===== src/crs_regs.vh =====
// Contract
// - Dual mode: swap bit 4 crosses inputs when 1; ignored in single mode.
// - Single mode: select 1 picks input A, 2 input B; 0,3 reserved.
// - Calibration enable bit 0, reset 1; low holds calibration in reset.
// - Clearing calibration enable also resets digital and serial clock dividers.
// - Change calibration setup only while disabled; re-enabling reruns calibration.
// - Setup bit 4 enables offset smoothing; reset value off.
// - Setup bit 3 enables background offset cal, only with background cal.
// - Setup bit 2 enables foreground offset cal, only with foreground cal.
// - Setup bit 1 enables background calibration; default off.
// - Setup bit 0, reset 1: reset values, then run or skip foreground pass.
// - Status register read-only; bit 1 background stopped, bit 0 foreground done.
// - Foreground done bit rises when foreground calibration completes.
// - Stopped bit set on halt, cleared on resume; set after foreground if no background.
`ifndef CRS_REGS_VH
`define CRS_REGS_VH
`define CRS_IDX_ROUTE 10'h060
`define CRS_IDX_RUN 10'h061
`define CRS_IDX_SETUP 10'h062
`define CRS_IDX_PROG 10'h06A
`define CRS_IDX_OSC0 10'h097
`define CRS_IDX_OSC1 10'h098
`define CRS_IDX_OADJ_LO 10'h094
`define CRS_IDX_OADJ_HI 10'h095
`define CRS_IDX_IRQ_STAT 10'h0F0
`define CRS_IDX_IRQ_MASK 10'h0F1
`define CRS_IDX_LINK 10'h0F2
`define CRS_RST_ROUTE 8'h01
`define CRS_RST_RUN 8'h01
`define CRS_RST_SETUP 8'h01
`define CRS_RST_OSC0 8'h00
`define CRS_RST_OSC1 8'h33
`define CRS_BIT_SWAP 4
`define CRS_BIT_SMOOTH 4
`define CRS_BIT_BGOS 3
`define CRS_BIT_FGOS 2
`define CRS_BIT_BG 1
`define CRS_BIT_FG 0
`define CRS_BIT_STOPPED 1
`define CRS_BIT_DONE 0
`define CRS_SEL_A 2'h1
`define CRS_SEL_B 2'h2
`define CRS_FG_TIME_NS 40000
`define CRS_CLK_NS 40
`define CRS_FG_CYCLES (`CRS_FG_TIME_NS / `CRS_CLK_NS)
`define CRS_CLR_CYCLES 4
`endif


===== src/crs_cal_engine.v =====
`timescale 1ns/1ns
`default_nettype none
`include "crs_regs.vh"
// Calibration sequencer: clear, optional foreground pass, optional background loop
module crs_cal_engine #(
  parameter FG_CYCLES = `CRS_FG_CYCLES
) (
  input wire mclk_in,
  input wire rst_in,
  input wire run_en_in,
  input wire fg_on_in,
  input wire bg_on_in,
  input wire bg_halt_in,
  output reg fg_finished_out,
  output reg bg_stopped_out,
  output reg fg_active_out,
  output reg bg_active_out,
  output reg clearing_out
);
  localparam S_HOLD = 5'b00001;
  localparam S_CLEAR = 5'b00010;
  localparam S_FG = 5'b00100;
  localparam S_BG = 5'b01000;
  localparam S_IDLE = 5'b10000;
  reg [4:0] state_ff;
  reg [4:0] nxt_state;
  reg [15:0] cnt_ff;
  reg [15:0] nxt_cnt;
  always @* begin
    nxt_state = state_ff;
    nxt_cnt = cnt_ff + 16'h0001;
    case (state_ff)
      S_HOLD: begin
        nxt_cnt = 16'h0000;
        if (run_en_in) nxt_state = S_CLEAR;
      end
      S_CLEAR: if (cnt_ff == `CRS_CLR_CYCLES - 1) begin
        nxt_cnt = 16'h0000;
        nxt_state = fg_on_in ? S_FG : (bg_on_in ? S_BG : S_IDLE);
      end
      S_FG: if (cnt_ff == FG_CYCLES - 1) begin
        nxt_cnt = 16'h0000;
        nxt_state = bg_on_in ? S_BG : S_IDLE;
      end
      S_BG: nxt_cnt = 16'h0000;
      S_IDLE: nxt_cnt = 16'h0000;
      default: nxt_state = S_HOLD;
    endcase
    if (!run_en_in) nxt_state = S_HOLD;
  end
  always @(posedge mclk_in) begin
    if (rst_in) begin
      state_ff <= S_HOLD;
      cnt_ff <= 16'h0000;
      fg_finished_out <= 1'b0;
      bg_stopped_out <= 1'b0;
      fg_active_out <= 1'b0;
      bg_active_out <= 1'b0;
      clearing_out <= 1'b0;
    end else begin
      state_ff <= nxt_state;
      cnt_ff <= nxt_cnt;
      fg_active_out <= (nxt_state == S_FG);
      bg_active_out <= (nxt_state == S_BG) && !bg_halt_in;
      clearing_out <= (nxt_state == S_CLEAR);
      if (nxt_state == S_HOLD || nxt_state == S_CLEAR) fg_finished_out <= 1'b0;
      else if (state_ff == S_FG && nxt_state != S_FG) fg_finished_out <= 1'b1;
      if (nxt_state == S_IDLE) bg_stopped_out <= 1'b1;
      else if (nxt_state == S_BG) bg_stopped_out <= bg_halt_in;
      else bg_stopped_out <= 1'b0;
    end
  end
endmodule // crs_cal_engine
`default_nettype wire


===== src/crs_top.v =====
// The Wishbone register port was decided locally.
`timescale 1ns/1ns
`default_nettype none
`include "crs_regs.vh"
module crs_top #(
  parameter FG_CYCLES = `CRS_FG_CYCLES
) (
  // Clock and reset
  input wire mclk_in,
  input wire rst_in,
  // Wishbone slave
  input wire wb_cyc_in,
  input wire wb_stb_in,
  input wire wb_we_in,
  input wire [11:0] wb_adr_in,
  input wire [3:0] wb_sel_in,
  input wire [31:0] wb_dat_in,
  output reg [31:0] wb_dat_out,
  output reg wb_ack_out,
  // Mode and halt request from elsewhere in the device
  input wire single_mode_in,
  input wire bg_halt_in,
  // Routing controls
  output reg chan_a_takes_b_out,
  output reg chan_b_takes_a_out,
  output reg single_uses_b_out,
  output reg single_sel_bad_out,
  // Calibration controls and serial link enable
  output reg cal_hold_out,
  output reg divider_reset_out,
  output reg fg_offset_run_out,
  output reg bg_offset_run_out,
  output reg smoothing_on_out,
  output reg fg_active_out,
  output reg bg_active_out,
  output reg [15:0] offset_adjust_out,
  output reg [7:0] smooth_ctl0_out,
  output reg [7:0] smooth_ctl1_out,
  output reg serial_link_enable_out,
  // Interrupt
  output reg irq_out
);
  reg [7:0] route_ff;
  reg [7:0] run_ff;
  reg [7:0] setup_ff;
  reg [7:0] osc0_ff;
  reg [7:0] osc1_ff;
  reg [15:0] oadj_ff;
  reg [1:0] stat_ff;
  reg [1:0] mask_ff;
  reg link_ff;
  reg [1:0] last_prog_ff;
  reg [31:0] nxt_rdata;
  wire [9:0] idx = wb_adr_in[11:2];
  wire req = wb_cyc_in && wb_stb_in && !wb_ack_out;
  wire wr = req && wb_we_in && wb_sel_in[0];
  wire rd = req && !wb_we_in;
  wire eng_done;
  wire eng_stopped;
  wire eng_fg;
  wire eng_bg;
  wire eng_clr;
  wire [1:0] prog = {eng_stopped, eng_done};
  wire [1:0] rise = prog & ~last_prog_ff;
  wire rd_stat = rd && idx == `CRS_IDX_IRQ_STAT;
  wire [1:0] nxt_stat;
  // Per event bit: a new edge beats the read-clear
  genvar g;
  generate
    for (g = 0; g < 2; g = g + 1) begin : g_evt
      assign nxt_stat[g] = rise[g] | (stat_ff[g] & !rd_stat);
    end
  endgenerate
  crs_cal_engine #(.FG_CYCLES(FG_CYCLES)) u_eng (
    .mclk_in(mclk_in),
    .rst_in(rst_in),
    .run_en_in(run_ff[0]),
    .fg_on_in(setup_ff[`CRS_BIT_FG]),
    .bg_on_in(setup_ff[`CRS_BIT_BG]),
    .bg_halt_in(bg_halt_in),
    .fg_finished_out(eng_done),
    .bg_stopped_out(eng_stopped),
    .fg_active_out(eng_fg),
    .bg_active_out(eng_bg),
    .clearing_out(eng_clr)
  );
  always @* begin
    nxt_rdata = 32'h00000000;
    case (idx)
      `CRS_IDX_ROUTE: nxt_rdata[7:0] = route_ff;
      `CRS_IDX_RUN: nxt_rdata[7:0] = run_ff;
      `CRS_IDX_SETUP: nxt_rdata[7:0] = setup_ff;
      `CRS_IDX_PROG: nxt_rdata[1:0] = prog;
      `CRS_IDX_OSC0: nxt_rdata[7:0] = osc0_ff;
      `CRS_IDX_OSC1: nxt_rdata[7:0] = osc1_ff;
      `CRS_IDX_OADJ_LO: nxt_rdata[7:0] = oadj_ff[7:0];
      `CRS_IDX_OADJ_HI: nxt_rdata[7:0] = oadj_ff[15:8];
      `CRS_IDX_IRQ_STAT: nxt_rdata[1:0] = stat_ff;
      `CRS_IDX_IRQ_MASK: nxt_rdata[1:0] = mask_ff;
      `CRS_IDX_LINK: nxt_rdata[0] = link_ff;
      default: nxt_rdata = 32'h00000000;
    endcase
  end
  always @(posedge mclk_in) begin
    if (rst_in) begin
      route_ff <= `CRS_RST_ROUTE;
      run_ff <= `CRS_RST_RUN;
      setup_ff <= `CRS_RST_SETUP;
      osc0_ff <= `CRS_RST_OSC0;
      osc1_ff <= `CRS_RST_OSC1;
      oadj_ff <= 16'h0000;
      mask_ff <= 2'h0;
      link_ff <= 1'b0;
      wb_ack_out <= 1'b0;
      wb_dat_out <= 32'h00000000;
    end else begin
      wb_ack_out <= req;
      if (rd) wb_dat_out <= nxt_rdata;
      if (wr) begin
        case (idx)
          `CRS_IDX_ROUTE: route_ff <= wb_dat_in[7:0];
          `CRS_IDX_RUN: run_ff <= wb_dat_in[7:0];
          // Taken whenever written; software keeps it to the disabled window
          `CRS_IDX_SETUP: setup_ff <= wb_dat_in[7:0];
          `CRS_IDX_OSC0: osc0_ff <= wb_dat_in[7:0];
          `CRS_IDX_OSC1: osc1_ff <= wb_dat_in[7:0];
          `CRS_IDX_OADJ_LO: oadj_ff[7:0] <= wb_dat_in[7:0];
          `CRS_IDX_OADJ_HI: oadj_ff[15:8] <= wb_dat_in[7:0];
          `CRS_IDX_IRQ_MASK: mask_ff <= wb_dat_in[1:0];
          `CRS_IDX_LINK: link_ff <= wb_dat_in[0];
          default: ; // Status register writes dropped
        endcase
      end
    end
  end
  // Sticky events; a new edge beats the read-clear
  always @(posedge mclk_in) begin
    if (rst_in) begin
      stat_ff <= 2'h0;
      last_prog_ff <= 2'h0;
      irq_out <= 1'b0;
    end else begin
      last_prog_ff <= prog;
      stat_ff <= nxt_stat;
      // Follows the status it will hold, so a surviving edge keeps irq up
      irq_out <= |(nxt_stat & mask_ff);
    end
  end
  always @(posedge mclk_in) begin
    if (rst_in) begin
      chan_a_takes_b_out <= 1'b0;
      chan_b_takes_a_out <= 1'b0;
      single_uses_b_out <= 1'b0;
      single_sel_bad_out <= 1'b0;
      cal_hold_out <= 1'b0;
      divider_reset_out <= 1'b0;
      fg_offset_run_out <= 1'b0;
      bg_offset_run_out <= 1'b0;
      smoothing_on_out <= 1'b0;
      fg_active_out <= 1'b0;
      bg_active_out <= 1'b0;
      offset_adjust_out <= 16'h0000;
      smooth_ctl0_out <= `CRS_RST_OSC0;
      smooth_ctl1_out <= `CRS_RST_OSC1;
      serial_link_enable_out <= 1'b0;
    end else begin
      chan_a_takes_b_out <= !single_mode_in && route_ff[`CRS_BIT_SWAP];
      chan_b_takes_a_out <= !single_mode_in && route_ff[`CRS_BIT_SWAP];
      single_uses_b_out <= single_mode_in && route_ff[1:0] == `CRS_SEL_B;
      single_sel_bad_out <= single_mode_in && route_ff[1:0] != `CRS_SEL_A
                            && route_ff[1:0] != `CRS_SEL_B;
      cal_hold_out <= !run_ff[0] || eng_clr;
      divider_reset_out <= !run_ff[0];
      fg_offset_run_out <= eng_fg && setup_ff[`CRS_BIT_FGOS]
                           && setup_ff[`CRS_BIT_FG];
      bg_offset_run_out <= eng_bg && setup_ff[`CRS_BIT_BGOS]
                           && setup_ff[`CRS_BIT_BG];
      smoothing_on_out <= setup_ff[`CRS_BIT_SMOOTH];
      fg_active_out <= eng_fg;
      bg_active_out <= eng_bg;
      offset_adjust_out <= oadj_ff;
      smooth_ctl0_out <= osc0_ff;
      smooth_ctl1_out <= osc1_ff;
      serial_link_enable_out <= link_ff;
    end
  end
endmodule // crs_top
`default_nettype wire


===== config.mk =====
export PLATFORM = sky130hd
export DESIGN_NAME = crs_top
export DESIGN_NICKNAME = d
export VERILOG_FILES = /design/src/crs_cal_engine.v /design/src/crs_top.v
export VERILOG_INCLUDE_DIRS = /design/src /design/src/src
export SDC_FILE = /design/constraint.sdc
export NUM_CORES = 1
export LEC_CHECK = 0
export ABC_AREA = 1
export BUFFER_PORTS_ARGS = -buffer_cell sky130_fd_sc_hd__clkbuf_2
export CAP_MARGIN = 25
export CORE_MARGIN = 3
export CORE_UTILIZATION = 50
export DETAILED_ROUTE_END_ITERATION = 10
export GPL_TIMING_DRIVEN = 0
export PLACE_DENSITY = 0.74
export SLEW_MARGIN = 10
export SYNTH_ARGS = -nofsm -noshare
export SYNTH_HDL_FRONTEND = slang
export SYNTH_SLANG_ARGS = --single-unit

===== constraint.sdc =====
create_clock -name mclk_in -period 2.3 [get_ports mclk_in]
set_input_delay 0 -clock mclk_in [delete_from_list [all_inputs] [get_ports mclk_in]]
set_output_delay 0 -clock mclk_in [all_outputs]
set_load 0.03 [all_outputs]

# After elaboration in Yosys (flattened, before gate mapping)
# Cells that the tools add are included.
[word_totals] register_bits=142 latchBits=0 ramBits=0 mem_bits_ro=0 input_bits=55 output_inout_bits=78 elab_cells=121 memories=0
[op_classes] addsub=1 multipliers=0 div=0 n_lt_le_gt_ge=0 eq_ne=27 shift=0 mux=14 bitwise=7 n_reduce_logical=37
[op_table] op="10-bit by 8-bit == test with 1-bit output (second input constant)" count=7
[op_table] op="16-bit one-hot mux with 3 select lines" count=1
[op_table] op="6-bit one-hot mux with 7 select lines" count=1
[op_table] op="10-bit by 7-bit == test with 1-bit output (second input constant)" count=4
[op_table] op="16-bit two-way mux" count=2
[op_table] op="5-bit two-way mux" count=5
[op_table] op="5-bit one-hot mux with 4 select lines" count=1
[op_table] op="2-bit AND reduction" count=9
[op_table] op="16-bit by 1-bit adder with 16-bit output (second input constant)" count=1
[op_table] op="16-bit by 10-bit == test with 1-bit output (second input constant)" count=1
[op_table] op="16-bit by 2-bit == test with 1-bit output (second input constant)" count=1
[op_table] op="1-bit logical AND" count=16
[op_table] op="1-bit one-hot mux with 11 select lines" count=1
[op_table] op="5-bit by 1-bit == test with 1-bit output (second input constant)" count=2
[op_table] op="5-bit by 2-bit == test with 1-bit output (second input constant)" count=2
[op_table] op="5-bit by 3-bit == test with 1-bit output (second input constant)" count=2
[op_table] op="5-bit by 4-bit == test with 1-bit output (second input constant)" count=2
[op_table] op="5-bit == test (second input constant)" count=2
[op_table] op="1-bit one-hot mux with 10 select lines" count=1
[op_table] op="1-bit logical NOT" count=6
[op_table] op="2-bit OR reduction" count=3
[op_table] op="5-bit by 3-bit inequality test with 1-bit output (second input constant)" count=1
[op_table] op="2-bit AND" count=2
[op_table] op="3-bit OR reduction" count=1
[op_table] op="other kinds (8)" count=12

# Longest topological paths before layout
[depth] word_depth=9 mapped_depth=11 depth_no_buf=11

# Modules after synthesis
# A second synthesis with hierarchy kept.
[unflattened] hier_cells=779 area_unflattened_um2=5949.5
[modules_own_cells] mod="crs_top" instances=1 cells_each=592 area_each_um2=4659.5 seq_area_each_um2=2322.2
[modules_own_cells] mod="crs_cal_engine" instances=1 cells_each=187 area_each_um2=1290.0 seq_area_each_um2=520.5

# Worst setup path before layout
# OpenSTA, ideal clock, no wires.
[synth_path] kind="register to register" from="reg wb_ack_out" to="reg route_ff[6]" setup_time_ns=0.070 t_arrival_ns=1.440 required_ns=2.230 slack_ns=0.790 path_stages_with_launch=8 synth_period_minus_slack_ns=1.510 cell_sequence="dfxtp_1 nor2_2 nand3_2 clkinv_2 nand3_2 buf_2 o21ai_1 a21oi_1"
[synth_via] elab_chain_cells=5
[synth_lines] element="start: declaration" line="crs_top.v:19" rtl="output reg wb_ack_out,"
[synth_lines] element="start signal: assignment" line="crs_top.v:117" rtl="wb_ack_out <= req;"
[synth_lines] element="1-bit logical NOT" line="crs_top.v:55" rtl="wire req = wb_cyc_in && wb_stb_in && !wb_ack_out;"
[synth_lines] element="1-bit logical AND" line="crs_top.v:55"
[synth_lines] element="1-bit logical AND (2 in a row)" line="crs_top.v:56" rtl="wire wr = req && wb_we_in && wb_sel_in[0];"
[synth_lines] element="2-bit AND reduction (no line)"
[synth_lines] element="end signal: assignment" line="crs_top.v:106" rtl="route_ff <= `CRS_RST_ROUTE;"
[synth_lines] element="end signal: assignment" line="crs_top.v:121" rtl="`CRS_IDX_ROUTE: route_ff <= wb_dat_in[7:0];"
[synth_lines] element="end: declaration" line="crs_top.v:43" rtl="reg [7:0] route_ff;"
# Every way passes these cells.
# A chain may end at the register's enable or synchronous reset.

# Worst setup path after layout
[layout_path] from="reg u_eng.cnt_ff[0]" to="reg u_eng.cnt_ff[11]"
[layout_via] elab_chain_cells=3 elab_cells_between_ends=6
[layout_lines] element="start: declaration" line="crs_cal_engine.v:27" rtl="reg [15:0] cnt_ff;"
[layout_lines] element="start signal: assignment" line="crs_cal_engine.v:62" rtl="cnt_ff <= nxt_cnt;"
[layout_lines] element="16-bit by 1-bit adder with 16-bit output (tied with other cells)" line="crs_cal_engine.v:31" rtl="nxt_cnt = cnt_ff + 16'h0001;"
[layout_lines] element="16-bit two-way mux (on tied branches)" line="crs_cal_engine.v:41, crs_cal_engine.v:37"
[layout_lines] element="16-bit one-hot mux with 3 select lines *" line="crs_cal_engine.v:32" rtl="case (state_ff)"
# Every way passes the cells marked *; elsewhere a longest branch is shown, timed or not.

==> summary.md <==
| Metric | Value |
|---|---|
| Run status | finished, final reports clean |
| Diode count | 0 |
| Avg Vias per Cell | 5.19 |
| Worst setup SP type | flop |
| Gpl congestion | 0.973 |
| Clock-pin transition on the worst setup and hold timing paths | 60 ps |
| Largest family of logic cells by synthesized area | simple AND/OR/NAND/NOR gates |
| Clk Tree Root Cell | clkbuf_16 |
| Synth Flop Type | dfxtp_1 |
| Area post-placement | 6810 um2 |
| Multi-input gate area | 2660 um2 |
| Post-route cell area | 7510 um2 |
| Post-synth top area share | 46.2% |
| Slew Viols, Final | 0 |
| CP arrival | 2110 ps |
| RSZ-0062 raised after global routing | false |
| Synth Area in Simple Gates | 28.2% |
| Die width | 117 um |
| Cell taking the most area after synthesis | dfxtp_1 |
| Setup TNS Final | 0 ps |
| Final setup vio count | 0 |
| DR pass1 iterations | 6 |
| Cell mode on critical path | nand2_1 |
| Die Area | 13700 um2 |
| Maximum VDD drop | 0.420 mV |
| Sequential element share of the synthesized area | 46.2% |
| I/O pin count | 133 |
| Warning count from the yosys run | 0 |
| Synth cell types | 46 |
| Post-synth top cells | dfxtp_1 (142), nor2_1 (137), nand2_1 (111) |
| Crit path largest cell delay | 350 ps |
| Compound-cell area share of the yosys netlist | 12.8% |
| Layout cell share with drive strength beyond 1 | 20.9% |
| Synth area leaders | dfxtp_1 (46%), nor2_1 (8.4%), nand2_1 (6.8%) |
| Syn Area/Cell | 7.74 um2 |
| Static leakage | 3.35 nW |
| Non-filler instance count after layout | 1082 |
| Synthesized instance count | 795 |
| Initial DRC count | 530 |
| Via count | 5614 |
| Max-cap violations | 0 |
| CP Capture Type | flop |
| Number of clock sinks | 142 |
| Count of input and output buffers | 78 |
| Asr flop ratio synth | 0% |
| Placed cell count | 1039 |
| Cell Rows | 39 |
| Final period utilization | 78.7% |
| Slew margin rel. | 55.1% |
| DIE HEIGHT | 117 um |
| Post-synthesis xor/xnor area fraction | 0.570% |
| CP Max Fanout | 10 |
| Placeable core area | 11700 um2 |
| Setup CP Type | flop to flop |
| Remaining Overflow, GRT | 0 |
| Count leader, synth | dfxtp_1 |
| Crit-path cells | ha_1 -> nand2_1 -> nor3_1 -> nand2_1 -> nand2_1 -> nand2_1 -> o21ai_4 -> buf_4 -> nor2_1 |
| Post-Syn Area | 6150 um2 |
| Skew final | 8.50 ps |
| Post-layout minimum cycle time | 1810 ps |
| Dpl hpwl | 12100 um |
| Antenna-violating nets left | 0 |
| Initial antenna violation count | 0 |
| Synthesized flop and latch total | 142 |
| # nets final | 983 |
| GR Util All Layers | 25.3% |
| H-Tree Depth | 4 |
| TritonCTS clock tree | yes |
| Number of fill cells | 1048 |
| Post-synth EDFFs | 0 |
| First-pass GRT wire length | 26300 um |
| Worst hold path type | primary input to flop |
| Adder-Cell Fraction of Synth Area | 0.203% |
| Vias in the first global route | 5099 |
| Register area | 2840 um2 |
| Hold Vio Cnt, Final | 0 |
| Initial Util | 52.5% |
| Highest Clock Rate | 0.552 GHz |
| Max clock buf depth | 2 |
| Final WL | 16800 um |
| Pwr dens | 742 nW/um2 |
| Tot Pwr | 5.58 mW |
| CTS resizes | 0 |
| Post-route DRC | 0 |
| DR WL/cell | 15.5 um |
| Largest net degree at the start of global routing | 17 |
| Cts bufs inserted | 17 |
| Clock latency on the worst-skew pair | 420 ps |
| Critical path data required time | 2600 ps |
| Measured slew at the worst slew-check pin | 674 ps |
| Area grow syn2layout | 22.2% |
| Post-synthesis mux area share | 0% |
| Critical path's slowest cell | dfxtp_1 |
path summary, 6_finish.rpt:
kind | start | to | slack (ps) | depth (start not counted)
min reg2reg | u_eng.bg_active_out$_SDFF_PP0_ | bg_active_out$_SDFF_PP0_ | 420 | 2
max reg2reg | u_eng.cnt_ff[0]$_SDFF_PP0_ | u_eng.cnt_ff[11]$_SDFF_PP0_ | 490 | 9
min | rst_in | bg_active_out$_SDFF_PP0_ | 70 | 2
max | u_eng.cnt_ff[0]$_SDFF_PP0_ | u_eng.cnt_ff[11]$_SDFF_PP0_ | 490 | 9
where the power goes:
group	switching (mW)	total, mW	internal [mW]
Clock	1.07	2.73	1.65
Combinational	0.260	0.368	0.108
Sequential	0.00875	2.48	2.47
Total	1.34	5.58	4.24
metal layers:
layer | wire length [um] | track usage [%]
met2 | 7060 | 36.1
met5 | 0 | 0
met4 | 453 | 9.56
met1 | 7610 | 36.9
met3 | 1640 | 6.32
registers in the layout (all words and copies together), names as in the netlist, 2 cells and up:
register / count
stat_ff: 2
run_ff: 8
wb_dat_out: 8
osc1_ff: 8
u_eng.cnt_ff: 16
mask_ff: 2
setup_ff: 8
oadj_ff: 16
last_prog_ff: 2
smooth_ctl1_out: 8
offset_adjust_out: 16
smooth_ctl0_out: 8
osc0_ff: 8
u_eng.state_ff: 5
route_ff: 8
per-stage QoR:
| stage | setup WS [ps] | hold WS, ps | util, % |
|---|---|---|---|
| 6_report | 490 | 66.1 | 64.2 |
| 5_1_grt | 350 | 120 | 64.2 |
| 4_1_cts | 502 | 63.0 | 64.2 |
| 3_5_place_dp | 508 | 233 | 58.1 |
| 3_3_place_gp | 522 | 223 | 58.1 |
| 2_1_floorplan | 790 | 79.1 | - |
kinds of logic after synthesis:
| logic type | Yosys count |
|---|---|
| AOI/OAI and AO/OA | 130 |
| xor gates and xnor gates | 4 |
| adders and majority gates | 1 |
| buffers and inverters | 152 |
| DFF | 142 |
| other | 1 |
| and+or+nand+nor | 365 |
cell type report:
cell class                      count  area share (%)
Buffer                             52            4.71
Clock buffer                       19            6.03
Clock inverter                     12            1.80
Inverter                          100            5.05
Multi-Input combinational cell    524            35.4
Sequential cell                   142            37.8
Tap cell                          143            2.38
Timing Repair Buffer               90            6.79
layout by cell type (no fill, tap or decap), types with 14 or more instances in the layout:
cell | netlist | routed
nand2_1 | 111 | 111
clkbuf_16 | 0 | 17
a21oi_1 | 39 | 39
inv_1 | 95 | 95
nand3_1 | 55 | 55
o21ai_0 | 44 | 44
nor2_1 | 137 | 137
nor3_1 | 14 | 14
clkbuf_2 | 0 | 78
buf_4 | 27 | 27
dfxtp_1 | 142 | 142
conb_1 | 1 | 24
a211oi_1 | 15 | 15
critical path, delay by kind of cell (launching register included):
family | cells | cell delay [ps]
buffers and inverters | 1 | 230
and+or+nand+nor | 6 | 670
AOI/OAI and AO/OA | 1 | 250
adders and majority gates | 1 | 200
DFF | 1 | 350
what timing repair did:
action	CTS	global route
hold endpoints to repair	32	0
hold buffers	12	0
setup buffers	0	0
No activity file was read; power rests on OpenSTA's default activity.
